### config.mk
export PLATFORM = sky130hd
export DESIGN_NAME = svd_ctrl
export DESIGN_NICKNAME = d
export VERILOG_FILES = /design/src/common/svd_pkg.sv /design/src/logic/svd_input_sync.sv /design/src/logic/svd_ctrl.sv
export SDC_FILE = /design/constraint.sdc
export NUM_CORES = 1
export LEC_CHECK = 0
export BUFFER_PORTS_ARGS = -buffer_cell sky130_fd_sc_hd__buf_2
export CORE_UTILIZATION = 40
export CTS_CLUSTER_SIZE = 24
export DETAILED_ROUTE_END_ITERATION = 10
export PLACE_DENSITY = 0.65
export SLEW_MARGIN = 20
export SYNTH_ARGS = -nofsm -noshare
export SYNTH_HDL_FRONTEND = slang
export SYNTH_SLANG_ARGS = --single-unit
### constraint.sdc
create_clock -name pclk -period 2.1 [get_ports pclk]
set_input_delay 0.42 -clock pclk [delete_from_list [all_inputs] [get_ports pclk]]
set_output_delay 0.42 -clock pclk [all_outputs]
set_load 0.01 [all_outputs]
### src/common/svd_pkg.sv
// Shared constants for the supply voltage detect control block.
// Assumes a 50 MHz APB clock and a 12-bit byte address from the bus fabric.
package svd_pkg;

	// ----------------------------------------------------------------
	// Register map
	// ----------------------------------------------------------------
	localparam int unsigned SVD_AW         = 12;        // APB address width
	localparam logic [11:0] SVD_CTRL_OFS   = 12'h000;   // Control word
	localparam logic [11:0] SVD_STAT_OFS   = 12'h004;   // Status word

	// ----------------------------------------------------------------
	// Control field positions
	// ----------------------------------------------------------------
	localparam int unsigned SVD_C_DETECT   = 7;         // Detection enable
	localparam int unsigned SVD_C_SEL      = 3;         // Threshold select
	localparam int unsigned SVD_C_RSTEN    = 2;         // Reset enable
	localparam int unsigned SVD_C_FALLEN   = 1;         // Fall irq enable
	localparam int unsigned SVD_C_RISEEN   = 0;         // Rise irq enable
	localparam logic [2:0]  SVD_C_RSVD     = 3'h7;      // Bits 6..4 read 1

	// ----------------------------------------------------------------
	// Status field positions
	// ----------------------------------------------------------------
	localparam int unsigned SVD_S_FALL     = 1;         // Fall flag
	localparam int unsigned SVD_S_RISE     = 0;         // Rise flag
	localparam logic [5:0]  SVD_S_RSVD     = 6'h3F;     // Bits 7..2 read 1

	// ----------------------------------------------------------------
	// Reset values
	// ----------------------------------------------------------------
	localparam logic        SVD_BIT_RST    = 1'h0;      // Enables and flags
	localparam logic        SVD_LEVEL_RST  = 1'h1;      // Irq level idles 1

	// ----------------------------------------------------------------
	// Timing
	// ----------------------------------------------------------------
	localparam int unsigned SVD_CLK_NS     = 20;        // pclk period
	localparam int unsigned SVD_FILT_NS    = 100;       // Pin noise filter
	localparam int unsigned SVD_FILT_CYC   =
		(SVD_FILT_NS + SVD_CLK_NS - 1) / SVD_CLK_NS; // Rounded up
	localparam logic [2:0]  SVD_FILT_LAST  = 3'(SVD_FILT_CYC - 1);
	localparam int unsigned SVD_RELEASE    = 131072;    // Prescaler cycles
	localparam int unsigned SVD_PRESC_W    = 18;        // Prescaler width
	localparam int unsigned SVD_SYNC_N     = 4;         // Synced inputs

	// ----------------------------------------------------------------
	// Supply tracking states
	// ----------------------------------------------------------------
	typedef enum logic [3:0] {
		SVD_STANDBY = 4'h1,    // Detection off
		SVD_ABOVE   = 4'h2,    // Supply above fall threshold
		SVD_FELL    = 4'h4,    // Dropped below fall threshold
		SVD_SPENT   = 4'h8     // Dropped below reset threshold too
	} svd_state_t;

endpackage

### src/logic/svd_input_sync.sv
// Three-stage synchroniser for the asynchronous comparator and pin inputs.
// Assumes inputs are levels from outside the pclk domain.
module svd_input_sync (
	input  wire logic        pclk,
	input  wire logic        presetn,
	input  wire logic [3:0]  async_in,
	output logic      [3:0]  sync_out
);

	// ----------------------------------------------------------------
	// One chain per input
	// ----------------------------------------------------------------
	genvar g;
	generate
		for (g = 0; g < svd_pkg::SVD_SYNC_N; g++) begin : gen_bit
			logic s1;    // First stage, read by s2 only
			logic s2;    // Second stage
			logic s3;    // Third stage
			logic held;  // Agreed level, one driver per bit

			// Shift chain; output follows once stages two and three agree
			always_ff @(posedge pclk or negedge presetn) begin
				if (!presetn) begin
					s1   <= 1'h0;
					s2   <= 1'h0;
					s3   <= 1'h0;
					held <= 1'h0;
				end else begin
					s1 <= async_in[g];
					s2 <= s1;
					s3 <= s2;
					if (s2 == s3) begin
						held <= s3;
					end
				end
			end

			assign sync_out[g] = held;
		end
	endgenerate

endmodule

### src/logic/svd_ctrl.sv
// Supply voltage detect control: status flags, interrupt and reset release.
// Assumes analog comparators outside, APB master, power-on reset on presetn.
//
// How it works
// - Status bits 7..2 read one, ignore writes
// - Fall comparator sets the fall flag
// - Flag clears by zero write after reading one
// - Rise flag after armed fall then rise
// - Pin low holds prescaler; release after count
// - Pin glitches under 100 ns are filtered
// - Functions idle after power-on until enabled
// - Below reset threshold drives reset low
// - Supply recovery counts prescaler then releases
// - Low-voltage reset keeps detect, select, reset-enable
// - Fall drives irq level low, sets flag
// - Fall with enable raises line zero
// - Rise sets level, flag and line zero
// - Control bit layout with reserved ones
// - Detect, select, reset-enable survive low-voltage reset
//
// The APB register port and the register offsets were left to the implementer.
module svd_ctrl #(
	parameter int unsigned RELEASE_CYCLES = svd_pkg::SVD_RELEASE
) (
	input  wire logic        pclk,
	input  wire logic        presetn,
	input  wire logic        psel,
	input  wire logic        penable,
	input  wire logic        pwrite,
	input  wire logic [11:0] paddr,
	input  wire logic [31:0] pwdata,
	output logic      [31:0] prdata,
	output logic             pready,
	output logic             pslverr,
	input  wire logic        reset_pin,
	input  wire logic        cmp_below_fall,
	input  wire logic        cmp_above_rise,
	input  wire logic        cmp_below_reset,
	input  wire logic        wdt_reset,
	output logic             detect_enable,
	output logic             reset_threshold_select,
	output logic             lowvolt_reset_n,
	output logic             lowvolt_irq_level,
	output logic             ext_irq_line0,
	output logic             prescaler_overflow,
	output logic             chip_reset_n
);

	// ----------------------------------------------------------------
	// Declarations
	// ----------------------------------------------------------------
	localparam logic [17:0] PRESC_LAST = 18'(RELEASE_CYCLES - 1);

	logic [3:0]  sync_in;              // Synchronised inputs
	logic        pin_s;                // Synchronised pin level
	logic        below_fall;           // Synchronised fall comparator
	logic        above_rise;           // Synchronised rise comparator
	logic        below_reset;          // Synchronised reset comparator
	logic        pin_filt;             // Filtered pin level
	logic [2:0]  filt_cnt;             // Cycles pin differs from filtered
	logic        lowvolt_reset_enable; // Control bit 2
	logic        fall_irq_enable;      // Control bit 1
	logic        rise_irq_enable;      // Control bit 0
	logic        supply_fall_flag;     // Status bit 1
	logic        supply_rise_flag;     // Status bit 0
	logic        seen_fall;            // Fall flag read as one
	logic        seen_rise;            // Rise flag read as one
	logic        rise_armed;           // Rise enable held at fall time
	svd_pkg::svd_state_t state;        // Supply tracking state
	svd_pkg::svd_state_t next_state;   // Next tracking state
	logic [17:0] presc;                // Release prescaler
	logic [31:0] next_prdata;          // Read mux output

	// ----------------------------------------------------------------
	// Decoding
	// ----------------------------------------------------------------
	wire setup_phase = psel & ~penable;
	wire access      = psel & penable;
	wire hit_ctrl    = (paddr == svd_pkg::SVD_CTRL_OFS);
	wire hit_stat    = (paddr == svd_pkg::SVD_STAT_OFS);
	wire wr_ctrl     = access & pwrite & hit_ctrl;
	wire wr_stat     = access & pwrite & hit_stat;
	wire rd_stat     = access & ~pwrite & hit_stat;
	wire pin_hold    = ~pin_filt | wdt_reset;             // Chip reset source
	wire lv_active   = detect_enable & lowvolt_reset_enable
		& below_reset;
	wire presc_hold  = pin_hold | lv_active;
	wire presc_done  = (presc == PRESC_LAST);
	wire fall_event  = (state == svd_pkg::SVD_ABOVE) & below_fall;
	wire rise_event  = (state == svd_pkg::SVD_FELL) & above_rise
		& ~below_reset;
	wire set_fall    = fall_event;
	wire set_rise    = rise_event & rise_armed & rise_irq_enable;

	// Zero written to a flag that was read as one
	function automatic logic clr_req(input logic wr, input logic seen,
		input logic wbit);
		clr_req = wr & seen & ~wbit;
	endfunction

	wire clr_fall = clr_req(wr_stat, seen_fall,
		pwdata[svd_pkg::SVD_S_FALL]);
	wire clr_rise = clr_req(wr_stat, seen_rise,
		pwdata[svd_pkg::SVD_S_RISE]);

	// ----------------------------------------------------------------
	// Input synchronisers
	// ----------------------------------------------------------------
	svd_input_sync u_sync (
		.pclk     (pclk),
		.presetn  (presetn),
		.async_in ({cmp_below_reset, cmp_above_rise, cmp_below_fall,
			reset_pin}),
		.sync_out (sync_in)
	);

	assign pin_s       = sync_in[0];
	assign below_fall  = sync_in[1];
	assign above_rise  = sync_in[2];
	assign below_reset = sync_in[3];

	// ----------------------------------------------------------------
	// Reset pin noise filter
	// ----------------------------------------------------------------
	// Adopt new pin level only after it stands for the filter time
	always_ff @(posedge pclk or negedge presetn) begin
		if (!presetn) begin
			pin_filt <= 1'h0;
			filt_cnt <= 3'h0;
		end else if (pin_s == pin_filt) begin
			filt_cnt <= 3'h0;               // Glitch ended, restart
		end else if (filt_cnt == svd_pkg::SVD_FILT_LAST) begin
			pin_filt <= pin_s;
			filt_cnt <= 3'h0;
		end else begin
			filt_cnt <= filt_cnt + 3'h1;
		end
	end

	// ----------------------------------------------------------------
	// Control register
	// ----------------------------------------------------------------
	// Detect, select and reset enable: cleared by pin or watchdog only
	always_ff @(posedge pclk or negedge presetn) begin
		if (!presetn) begin
			detect_enable          <= svd_pkg::SVD_BIT_RST;
			reset_threshold_select <= svd_pkg::SVD_BIT_RST;
			lowvolt_reset_enable   <= svd_pkg::SVD_BIT_RST;
		end else if (pin_hold) begin
			detect_enable          <= svd_pkg::SVD_BIT_RST;
			reset_threshold_select <= svd_pkg::SVD_BIT_RST;
			lowvolt_reset_enable   <= svd_pkg::SVD_BIT_RST;
		end else if (wr_ctrl) begin
			// A low-voltage reset does not touch these bits
			detect_enable          <= pwdata[svd_pkg::SVD_C_DETECT];
			reset_threshold_select <= pwdata[svd_pkg::SVD_C_SEL];
			lowvolt_reset_enable   <= pwdata[svd_pkg::SVD_C_RSTEN];
		end
	end

	// Interrupt enables: also cleared by a low-voltage reset
	always_ff @(posedge pclk or negedge presetn) begin
		if (!presetn) begin
			fall_irq_enable <= svd_pkg::SVD_BIT_RST;
			rise_irq_enable <= svd_pkg::SVD_BIT_RST;
		end else if (pin_hold | lv_active) begin
			fall_irq_enable <= svd_pkg::SVD_BIT_RST;
			rise_irq_enable <= svd_pkg::SVD_BIT_RST;
		end else if (wr_ctrl) begin
			fall_irq_enable <= pwdata[svd_pkg::SVD_C_FALLEN];
			rise_irq_enable <= pwdata[svd_pkg::SVD_C_RISEEN];
		end
	end

	// ----------------------------------------------------------------
	// Supply tracking state machine
	// ----------------------------------------------------------------
	// Next state from comparators; detection off forces standby
	always_comb begin
		next_state = state;
		case (state)
			svd_pkg::SVD_STANDBY: begin
				if (detect_enable) begin
					next_state = svd_pkg::SVD_ABOVE;
				end
			end
			svd_pkg::SVD_ABOVE: begin
				if (below_fall) begin
					next_state = svd_pkg::SVD_FELL;
				end
			end
			svd_pkg::SVD_FELL: begin
				if (below_reset) begin
					next_state = svd_pkg::SVD_SPENT;  // No rise flag now
				end else if (above_rise) begin
					next_state = svd_pkg::SVD_ABOVE;
				end
			end
			svd_pkg::SVD_SPENT: begin
				if (above_rise) begin
					next_state = svd_pkg::SVD_ABOVE;
				end
			end
			default: begin
				next_state = svd_pkg::SVD_STANDBY;
			end
		endcase
		if (!detect_enable) begin
			next_state = svd_pkg::SVD_STANDBY;
		end
	end

	// State register, cleared by chip or low-voltage reset
	always_ff @(posedge pclk or negedge presetn) begin
		if (!presetn) begin
			state <= svd_pkg::SVD_STANDBY;
		end else if (pin_hold | lv_active) begin
			state <= svd_pkg::SVD_STANDBY;
		end else begin
			state <= next_state;
		end
	end

	// Irq level follows fall and valid rise events
	always_ff @(posedge pclk or negedge presetn) begin
		if (!presetn) begin
			lowvolt_irq_level <= svd_pkg::SVD_LEVEL_RST;
			rise_armed        <= 1'h0;
		end else if (next_state == svd_pkg::SVD_STANDBY) begin
			lowvolt_irq_level <= svd_pkg::SVD_LEVEL_RST;
			rise_armed        <= 1'h0;
		end else if (fall_event) begin
			lowvolt_irq_level <= 1'h0;
			rise_armed        <= rise_irq_enable;
		end else if (rise_event) begin
			lowvolt_irq_level <= 1'h1;
			rise_armed        <= 1'h0;
		end
	end

	// ----------------------------------------------------------------
	// Status flags
	// ----------------------------------------------------------------
	// Set wins over a clear in the same cycle
	always_ff @(posedge pclk or negedge presetn) begin
		if (!presetn) begin
			supply_fall_flag <= svd_pkg::SVD_BIT_RST;
			supply_rise_flag <= svd_pkg::SVD_BIT_RST;
		end else if (pin_hold | lv_active) begin
			supply_fall_flag <= svd_pkg::SVD_BIT_RST;
			supply_rise_flag <= svd_pkg::SVD_BIT_RST;
		end else begin
			if (set_fall) begin
				supply_fall_flag <= 1'h1;
			end else if (clr_fall) begin
				supply_fall_flag <= 1'h0;
			end
			if (set_rise) begin
				supply_rise_flag <= 1'h1;
			end else if (clr_rise) begin
				supply_rise_flag <= 1'h0;
			end
		end
	end

	// Remember flags read as one until the next status write
	always_ff @(posedge pclk or negedge presetn) begin
		if (!presetn) begin
			seen_fall <= 1'h0;
			seen_rise <= 1'h0;
		end else if (wr_stat | pin_hold | lv_active) begin
			seen_fall <= 1'h0;
			seen_rise <= 1'h0;
		end else if (rd_stat) begin
			seen_fall <= seen_fall | supply_fall_flag;
			seen_rise <= seen_rise | supply_rise_flag;
		end
	end

	// Interrupt request in the cycle a flag first shows
	assign ext_irq_line0 = (supply_fall_flag & fall_irq_enable)
		| (supply_rise_flag & rise_irq_enable);

	// ----------------------------------------------------------------
	// Release prescaler and internal resets
	// ----------------------------------------------------------------
	// Count from release of the hold, stop at overflow
	always_ff @(posedge pclk or negedge presetn) begin
		if (!presetn) begin
			presc <= 18'h00000;
		end else if (presc_hold) begin
			presc <= 18'h00000;
		end else if (!presc_done) begin
			presc <= presc + 18'h00001;
		end
	end

	// Chip reset releases on overflow; low-voltage reset is registered
	always_ff @(posedge pclk or negedge presetn) begin
		if (!presetn) begin
			chip_reset_n       <= 1'h0;
			prescaler_overflow <= 1'h0;
			lowvolt_reset_n    <= 1'h1;
		end else begin
			lowvolt_reset_n    <= ~lv_active;
			prescaler_overflow <= presc_done & ~presc_hold
				& ~chip_reset_n;
			if (presc_hold) begin
				chip_reset_n <= 1'h0;
			end else if (presc_done) begin
				chip_reset_n <= 1'h1;
			end
		end
	end

	// ----------------------------------------------------------------
	// APB slave
	// ----------------------------------------------------------------
	// Read mux, captured in setup so data stands through access
	always_comb begin
		next_prdata = 32'h00000000;
		if (hit_ctrl) begin
			next_prdata[7:0] = {detect_enable, svd_pkg::SVD_C_RSVD,
				reset_threshold_select, lowvolt_reset_enable,
				fall_irq_enable, rise_irq_enable};
		end else if (hit_stat) begin
			next_prdata[7:0] = {svd_pkg::SVD_S_RSVD,
				supply_fall_flag, supply_rise_flag};
		end
	end

	// Read data register
	always_ff @(posedge pclk or negedge presetn) begin
		if (!presetn) begin
			prdata <= 32'h00000000;
		end else if (setup_phase) begin
			prdata <= next_prdata;
		end
	end

	// Zero wait states; unmapped address answers with an error
	assign pready  = 1'h1;
	assign pslverr = access & ~hit_ctrl & ~hit_stat;

endmodule

* Word level (Yosys, flattened, before mapping) *
Index checks and enable logic that the tools add are counted.

word-level totals
  register bits after elaboration = 64
  bits of input ports = 54
  output and inout bits = 41
  word-level logic and storage cells = 143

operators by class
  add/subtract/negate cells = 2
  equality and inequality tests = 14
  multiplexer cells = 40
  bitwise gates (word level) = 43
  reductions and logical operators = 9

operators by type and width
  operator                                                           count
  18-bit two-way mux                                                 2
  1-bit two-way mux                                                  28
  1-bit bitwise AND                                                  24
  4-bit two-way mux                                                  5
  18-bit by 1-bit adder with 18-bit output, second input constant    1
  18-bit by 17-bit == test with 1-bit output, second input constant  1
  8-bit two-way mux                                                  2
  4-bit one-hot mux with 4 select lines                              1
  12-bit by 3-bit == test with 1-bit output, second input constant   1
  12-bit logical NOT                                                 1
  1-bit NOT                                                          12
  3-bit nonzero test                                                 3
  4-bit by 1-bit == test with 1-bit output, second input constant    2
  2-bit nonzero test                                                 4
  1-bit bitwise OR                                                   7
  3-bit two-way mux                                                  2
  1-bit == test                                                      5
  4-bit by 2-bit == test with 1-bit output, second input constant    1
  4-bit by 3-bit == test with 1-bit output, second input constant    1
  4-bit == test, second input constant                               1
  3-bit by 1-bit adder with 3-bit output, second input constant      1
  3-bit == test, second input constant                               1
  2-bit inequality test, second input constant                       1
  2-bit AND reduction                                                1

* Logic depth before layout (Yosys ltp) *
Gate-level depths: netlist of the first run.

  depth in word-level cells = 8
  mapped depth = 6
  gate-level depth less buffers = 5

* Modules after synthesis *
Synthesis of the first run repeated with hierarchy kept, for this count alone.

second synthesis, totals
  cells, all modules = 298
  area, all modules = 3103.0 µm²

by module, submodules not included
  module          instances  cells each  area an instance (µm²)  seq. area each (µm²)
  svd_ctrl        1          274         2627.5                  1154.9
  svd_input_sync  1          24          475.5                   400.4

* Worst setup path before layout of the first run *
OpenSTA, ideal clock, no wires.

  path type = input to output
  start point = input paddr[9]
  end point = output pslverr
  arrival time = 1.361 ns
  data required time = 1.680 ns
  slack = 0.319 ns
  stages on the path = 3
  path buffers = 0
  path through = nor4_1 -> nand3_1 -> and3_1

on the way
  word-level cells in the longest chain between the ends = 4
  elaborated cells between the ends (all ways) = 6
  those cells by class = eq/ne (1); bitwise (4); reduce/logical (1)

ends and longest elaborated chain
  element              RTL line         RTL
  start, declared      svd_ctrl.sv:30   input wire logic [11:0] paddr,
  12-bit logical NOT   svd_ctrl.sv:79   wire hit_ctrl = (paddr == svd_pkg::SVD_CTRL_OFS);
  1-bit NOT            svd_ctrl.sv:343  assign pslverr = access & ~hit_ctrl & ~hit_stat;
  1-bit bitwise AND    svd_ctrl.sv:343
  1-bit bitwise AND *  svd_ctrl.sv:343
  end, declared        svd_ctrl.sv:34   output logic pslverr,

Every way passes the cells marked *; elsewhere a longest branch is shown, timed or not.

* Worst setup path after layout of the first run *
  start point = register state[3]
  end point = register supply_rise_flag

on the way
  word-level cells in the longest chain between the ends = 7
  elaborated cells between the ends (all ways) = 8
  those cells by class = eq/ne (1); mux (2); bitwise (4); reduce/logical (1)

ends and longest elaborated chain
  element                                     RTL line         RTL
  start, declared                             svd_ctrl.sv:69   svd_pkg::svd_state_t state;
  start signal, assigned                      svd_ctrl.sv:216  state <= svd_pkg::SVD_STANDBY;
  start signal, assigned                      svd_ctrl.sv:218  state <= svd_pkg::SVD_STANDBY;
  start signal, assigned                      svd_ctrl.sv:220  state <= next_state;
  4-bit by 3-bit == test with 1-bit output *  svd_ctrl.sv:90   wire rise_event = (state == svd_pkg::SVD_FELL) & above_rise
  1-bit bitwise AND *                         svd_ctrl.sv:90
  1-bit bitwise AND *                         svd_ctrl.sv:91   & ~below_reset;
  1-bit bitwise AND * (2 in a row)            svd_ctrl.sv:93   wire set_rise = rise_event & rise_armed & rise_irq_enable;
  1-bit two-way mux                           svd_ctrl.sv:258  if (set_rise) begin
  1-bit two-way mux                           svd_ctrl.sv:249  end else if (pin_hold | lv_active) begin
  end signal, assigned                        svd_ctrl.sv:248  supply_rise_flag <= svd_pkg::SVD_BIT_RST;
  end signal, assigned                        svd_ctrl.sv:251  supply_rise_flag <= svd_pkg::SVD_BIT_RST;
  end, declared                               svd_ctrl.sv:65   logic supply_rise_flag;

Marked as above.
A chain may end at the register's enable or synchronous reset.

==> impl_metrics.csv, run 1 <==
group,metric,value,unit
clock_tree,cts_hold_buf,0,
synthesis,synth_compound_area_share,12.1,%
floorplanning,rows,31,
critical_path,rr_endpoint,"supply_rise_flag$_DFFE_PN0P_",
global_routing,grt_max_degree,25,
synthesis,synth_edf_count,0,
global_routing,grt_pass1_wl,9.50,mm
finish,layout_common_cells,"dfrtp_1 (59), buf_2 (42), conb_1 (25)",
synthesis,netlist_instances,292,
clock_tree,cts_resized,0,
placement,placed_area,0.00326,mm²
pwr,p_leak,1.55,nW
timing,skew,0.00893,ns
worst_hold_path,hold_class,"input port to asynchronous set/reset pin",
synthesis,avgSynthCellArea,10.4,µm²
timing,setup_slack,0.269,ns
routing,viasPerCell,5.01,
placement,place_congestion,0.812,
critical_path,cp-start-kind,"register",
finish,multi_input_area,0.00129,mm²
timing,tightest_slew,0.602,ns
routing,drc,0,
global_routing,overflow,0,
timing,clock.fmax,546,MHz
clock_tree,cts_max_path_buffers,2,
clock_tree,path_clk_slew,0.07,ns
synthesis,synth_xor_area_share,0.579,%
synthesis,synthMuxAreaShare,3.68,%
synthesis,synth_area_leaders,"dfrtp_1 (49%), buf_4 (6.7%), mux2i_1 (3.3%)",
finish,n_fill_cell,707,
finish,area_delta_synth_final,14.7,%
synthesis,synth_ff_type,"dfrtp_1",
routing,wire_per_inst,12.6,µm
timing,rsz0062_at_grt,"no",
floorplanning,die_w,89.0,µm
finish,final_nets,397,
timing,fin_hold_ws,0.0505,ns
critical_path,cp-end-kind,"register",
placement,port_buffers,42,
floorplanning,core-area,0.00729,mm²
run_status,status,"completed",
synthesis,syn_area,0.00303,mm²
finish,final_common_cell,"dfrtp_1",
finish,drive_gt1_share,22.3,%
synthesis,yosysWarnings,0,
global_routing,grt_usage,16.1,%
pwr,power_density,763,mW/mm²
synthesis,synth_largest_area_cell,"dfrtp_1",
timing,hold_violations,0,
clock_tree,cts_buffers,9,
placement,dpl.cell_count,428,
synthesis,synth_top_family_by_area,"simple AND/OR/NAND/NOR gates",
critical_path,cp-endpoint,"supply_rise_flag$_DFFE_PN0P_",
critical_path,ff2ff_path_depth,4,
synthesis,ys_seq_elements,62,
critical_path,required,2.36,ns
timing,timing.final.crit_period,1.83,ns
critical_path,r2r_slack,0.27,ns
timing,setup_tns,0,ns
floorplanning,start_util,41.5,%
finish,final_cells,444,
critical_path,setup.worst_path.start,"state[3]$_DFF_PN0_",
clock_tree,cts_setup_buffers,0,
finish,regArea,0.00156,mm²
routing,drtAntennaViolNets,0,
floorplanning,io-pin-count,95,
synthesis,synth-adder-area-share,2.56,%
synthesis,netlist.area_leader.share,48.8,%
finish,antenna_cells,0,
finish,stdcell_area,0.00347,mm²
timing,max-slew-margin-rel,59.7,%
synthesis,synthArstFlopShare,100,%
synthesis,yosys.area_share.simple,20.7,%
clock_tree,cts_tree,"yes",
critical_path,crit_type,"register to register",
timing,setup_violations,0,
pwr,p_total,2.65,mW
global_routing,grt_pass1_vias,2064,
critical_path,arrival,2.10,ns
routing,finalWirelength,5.58,mm
placement,hpwl,3.98,mm
clock_tree,htreeDepth,3,
timing,report.final.slew_viol_count,0,
floorplanning,dieArea,0.00792,mm²
synthesis,synth.distinct_cells,53,
clock_tree,root_buffer,"clkbuf_8",
routing,vias,2224,
clock_tree,worstSkewPairLatency,0.34,ns
timing,fin_crit_sh,87.2,%
finish,fin_util,47.6,%
floorplanning,dieHeight,89.0,µm
run,drv_cap,0,
critical_path,reg2reg_from,"state[3]$_DFF_PN0_",
synthesis,yosysSeqAreaShare,51.4,%
critical_path,path_max_fanout,8,
pwr,vdd_drop_max,0.279,mV
routing,drt_iter0_markers,51,
placement,pre_cts_slack,0.286,ns
clock_tree,clock-sinks,62,
global_routing,antenna_found_initial,0,
routing,drt-pass1-iter-count,4,
## layer usage
| layer | GRT usage [%] | routed length, µm |
|---|---|---|
| met1 | 20.0 | 2770 |
| met2 | 25.9 | 2410 |
| met3 | 3.97 | 267 |
| met4 | 8.95 | 127 |
| met5 | 0 | 0 |
## registers in the layout (all words and copies together), names as in the netlist, 3 cells and up
name	cells
u_sync.gen_bit.s1	4
filt_cnt	3
presc	18
u_sync.gen_bit.held	4
u_sync.gen_bit.s3	4
u_sync.gen_bit.s2	4
prdata	6
state	4
## Yosys cell counts, types with 3 or more instances
library cell	n
dfrtp_1	59
buf_4	27
nand2_1	23
a21oi_1	18
nor2_1	14
o21ai_0	13
mux2i_1	10
nand2b_1	8
nand4_1	8
nor3_1	8
o31ai_1	8
nand3_1	7
and3_1	6
clkbuf_1	6
nor4_1	6
a31oi_1	5
and4_1	4
inv_1	4
maj3_1	4
or3_1	4
a2111o_1	3
a21o_1	3
dfstp_2	3
ha_1	3
or4_1	3
## report_power, final
part / total, mW / leakage [nW] / internal, mW / switching [mW]
Combinational: 0.279 / 0.635 / 0.107 / 0.173
Clock: 1.08 / 0.104 / 0.648 / 0.431
Sequential: 1.29 / 0.815 / 1.25 / 0.0398
## how the worst min path moves through the flow
| stage | startpoint | endpoint |
|---|---|---|
| 5_1_grt | presetn | prdata[6]$_DFFE_PN0P_ |
| 4_1_cts | presetn | u_sync.gen_bit[2].held$_DFFE_PN0N_ |
| 6_report | presetn | state[3]$_DFF_PN0_ |
| 2_1_floorplan | presetn | chip_reset_n$_DFFE_PN0P_ |
| 3_5_place_dp | u_sync.gen_bit[3].s1$_DFF_PN0_ | u_sync.gen_bit[3].s2$_DFF_PN0_ |
| 3_3_place_gp | u_sync.gen_bit[1].s1$_DFF_PN0_ | u_sync.gen_bit[1].s2$_DFF_PN0_ |
## worst max-delay path, stage by stage, from the launching register on
cell,delay (ns)
dfrtp_1,0.46
or4b_4,0.54
or3b_4,0.40
or2_0,0.24
a21oi_1,0.12
## cells by family (layout without fill, tap and decap cells)
| group | count (synthesis) | after routing |
|---|---|---|
| other | 2 | 25 |
| multiplexers | 11 | 11 |
| adder cells (fa/ha/maj) | 7 | 7 |
| buffers and inverters | 41 | 71 |
| flip-flops | 62 | 62 |
| XOR/XNOR | 2 | 2 |
| AND/OR/NAND/NOR | 109 | 109 |
| AO/OA/AOI/OAI | 58 | 58 |
## cell type report
class	instances	share of cell area, %
Clock buffer	15	5.08
Clock inverter	1	0.865
Inverter	4	0.433
Multi-Input combinational cell	212	37.2
Sequential cell	62	44.8
Tap cell	99	3.57
Timing Repair Buffer	51	8.00
Note: power is estimated with default switching activity, not from simulation.
==> inputs of run 2 (changes only) <==
--- a/config.mk
+++ b/config.mk
@@ -5,11 +5,11 @@
 export SDC_FILE = /design/constraint.sdc
 export NUM_CORES = 1
 export LEC_CHECK = 0
+export ABC_AREA = 1
 export BUFFER_PORTS_ARGS = -buffer_cell sky130_fd_sc_hd__buf_2
 export CORE_UTILIZATION = 40
 export CTS_CLUSTER_SIZE = 24
 export DETAILED_ROUTE_END_ITERATION = 10
-export PLACE_DENSITY = 0.65
 export SLEW_MARGIN = 20
 export SYNTH_ARGS = -nofsm -noshare
 export SYNTH_HDL_FRONTEND = slang
==> impl_metrics.csv, run 2 <==
group,metric,value,unit
synthesis,yosysSeqAreaShare,48.8,%
timing,timing.final.crit_period,1.84,ns
synthesis,synthTopCellsByCount,"nand2_1 (87), dfrtp_1 (59), nor2_1 (47), inv_1 (45), nand3_1 (41)",
routing,wire_per_inst,11.4,µm
clock_tree,cts_buffers,9,
timing,setup_violations,0,
global_routing,grt_pass1_wl,10.5,mm
synthesis,netlist_instances,389,
timing,hold_violations,0,
clock_tree,worstSkewPairLatency,0.34,ns
clock_tree,htreeDepth,3,
finish,antenna_cells,0,
global_routing,grt_max_degree,63,
critical_path,cp-endpoint,"presc[0]$_DFFE_PN0P_",
clock_tree,cts_hold_buf,0,
critical_path,reg2reg_from,"presc[0]$_DFFE_PN0P_",
synthesis,yosysMostFrequentCell,"nand2_1",
worst_hold_path,hold_class,"input port to asynchronous set/reset pin",
critical_path,r2r_slack,0.26,ns
synthesis,avgSynthCellArea,8.19,µm²
finish,top_regs,"presc (18), prdata (6)",
floorplanning,dieHeight,91.2,µm
routing,drt-pass1-iter-count,4,
routing,finalWirelength,6.22,mm
clock_tree,cts_resized,0,
finish,final_cells,545,
finish,top_register,"presc",
synthesis,yosysWarnings,0,
timing,rsz0062_at_grt,"no",
floorplanning,core-area,0.00773,mm²
synthesis,synth.distinct_cells,32,
finish,fin_util,47.3,%
floorplanning,die_w,91.2,µm
timing,fin_crit_sh,87.8,%
critical_path,rr_endpoint,"presc[0]$_DFFE_PN0P_",
critical_path,cp-end-kind,"register",
synthesis,synth_edf_count,0,
floorplanning,rows,32,
global_routing,grt_usage,16.0,%
critical_path,arrival,2.07,ns
pwr,vdd_drop_max,0.265,mV
placement,dpl.cell_count,529,
clock_tree,root_buffer,"clkbuf_8",
placement,hpwl,4.49,mm
pwr,power_density,781,mW/mm²
critical_path,required,2.33,ns
synthesis,synth_area_leaders,"dfrtp_1 (46%), nand2_1 (10%), nand3_1 (6.4%)",
placement,port_buffers,42,
routing,drc,0,
clock_tree,cts_setup_buffers,0,
synthesis,synthArstFlopShare,100,%
timing,skew,0.00932,ns
finish,largest_reg_flops,18,
timing,report.final.slew_viol_count,0,
clock_tree,cts_max_path_buffers,2,
global_routing,grt_pass1_vias,2343,
synthesis,synth_ff_type,"dfrtp_1",
global_routing,overflow,0,
synthesis,syn_area,0.00318,mm²
finish,layout_common_cells,"nand2_1 (87), dfrtp_1 (59), nor2_1 (47)",
clock_tree,cts_tree,"yes",
floorplanning,dieArea,0.00832,mm²
critical_path,cp-start-kind,"register",
critical_path,setup.worst_path.start,"presc[0]$_DFFE_PN0P_",
finish,drive_gt1_share,18.3,%
finish,final_common_cell,"nand2_1",
critical_path,ff2ff_path_depth,8,
timing,clock.fmax,542,MHz
global_routing,antenna_found_initial,0,
routing,drt_iter0_markers,163,
synthesis,ys_seq_elements,62,
pwr,p_total,2.85,mW
timing,setup_tns,0,ns
run_status,status,"completed",
pwr,p_leak,1.90,nW
finish,area_delta_synth_final,14.7,%
placement,place_congestion,0.858,
finish,final_nets,495,
critical_path,crit_type,"register to register",
run,drv_cap,0,
routing,vias,2594,
clock_tree,clock-sinks,62,
synthesis,netlist.area_leader.share,46.4,%
clock_tree,path_clk_slew,0.07,ns
synthesis,synth_largest_area_cell,"dfrtp_1",
critical_path,path_max_fanout,16,
floorplanning,io-pin-count,95,
routing,viasPerCell,4.76,
routing,drtAntennaViolNets,0,
floorplanning,start_util,41.2,%
==> run 2: stage by stage <==
stage          hold slack (ns)  area [µm²]  setup WS, ns
3_5_place_dp             0.336        3420         0.272
4_1_cts                 0.0862        3650         0.260
6_report                0.0785        3650         0.256
5_1_grt                  0.109        3650        0.0592
3_3_place_gp             0.334        3420         0.308
2_1_floorplan            0.124        3270         0.578
==> run 2: worst max-delay path, stage by stage, from the launching register on <==
cell and delay (ns):
dfrtp_1 0.45, ha_1 0.27, nand3_2 0.13, inv_2 0.11, nand2_2 0.08, nor3b_4 0.28
nand3_4 0.25, nand2_1 0.11, nand2_1 0.05
==> run 2: power breakdown <==
| group | internal, mW | leakage [nW] | switching, mW | total (mW) |
|---|---|---|---|---|
| sequential | 1.26 | 0.810 | 0.0503 | 1.31 |
| clock | 0.708 | 0.110 | 0.494 | 1.20 |
| combinational | 0.119 | 0.976 | 0.225 | 0.344 |
| total | 2.09 | 1.90 | 0.769 | 2.85 |
==> run 2: cell families (layout without fill, tap and decap cells) <==
kind of cell / Yosys count / after routing / synth area share, %
fa+ha+maj: 7 / 7 / 2.44
flops: 62 / 62 / 48.8
other cells: 2 / 25 / 0.236
buf+inv: 78 / 109 / 12.7
xor+xnor: 3 / 3 / 0.825
simple gates: 210 / 210 / 29.9
compound gates: 27 / 27 / 5.07
==> run 2: worst min-delay path by stage <==
stage	from	to
3_3_place_gp	u_sync.gen_bit[2].s1$_DFF_PN0_	u_sync.gen_bit[2].s2$_DFF_PN0_
5_1_grt	presetn	u_sync.gen_bit[2].s1$_DFF_PN0_
2_1_floorplan	presetn	chip_reset_n$_DFFE_PN0P_
6_report	presetn	u_sync.gen_bit[0].s1$_DFF_PN0_
4_1_cts	presetn	reset_threshold_select$_DFFE_PN0P_
3_5_place_dp	u_sync.gen_bit[1].s1$_DFF_PN0_	u_sync.gen_bit[1].s2$_DFF_PN0_
==> run 2: layout make-up <==
cell class	instances	area, µm²
repair buffers	46	253
multi-input cells	272	1310
flip-flops and latches	62	1560
clock buffers	10	138
fillers	744	4070
clock inverters	6	92.6
inverters	47	176
well taps	102	128
==> run 2: per-layer routing <==
layer	GRT usage [%]	vias up	routed length, µm
li1	-	1304	-
met4	7.14	0	33
met5	0	-	0
met1	22.4	1202	3020
met2	23.3	86	2790
met3	4.27	2	374
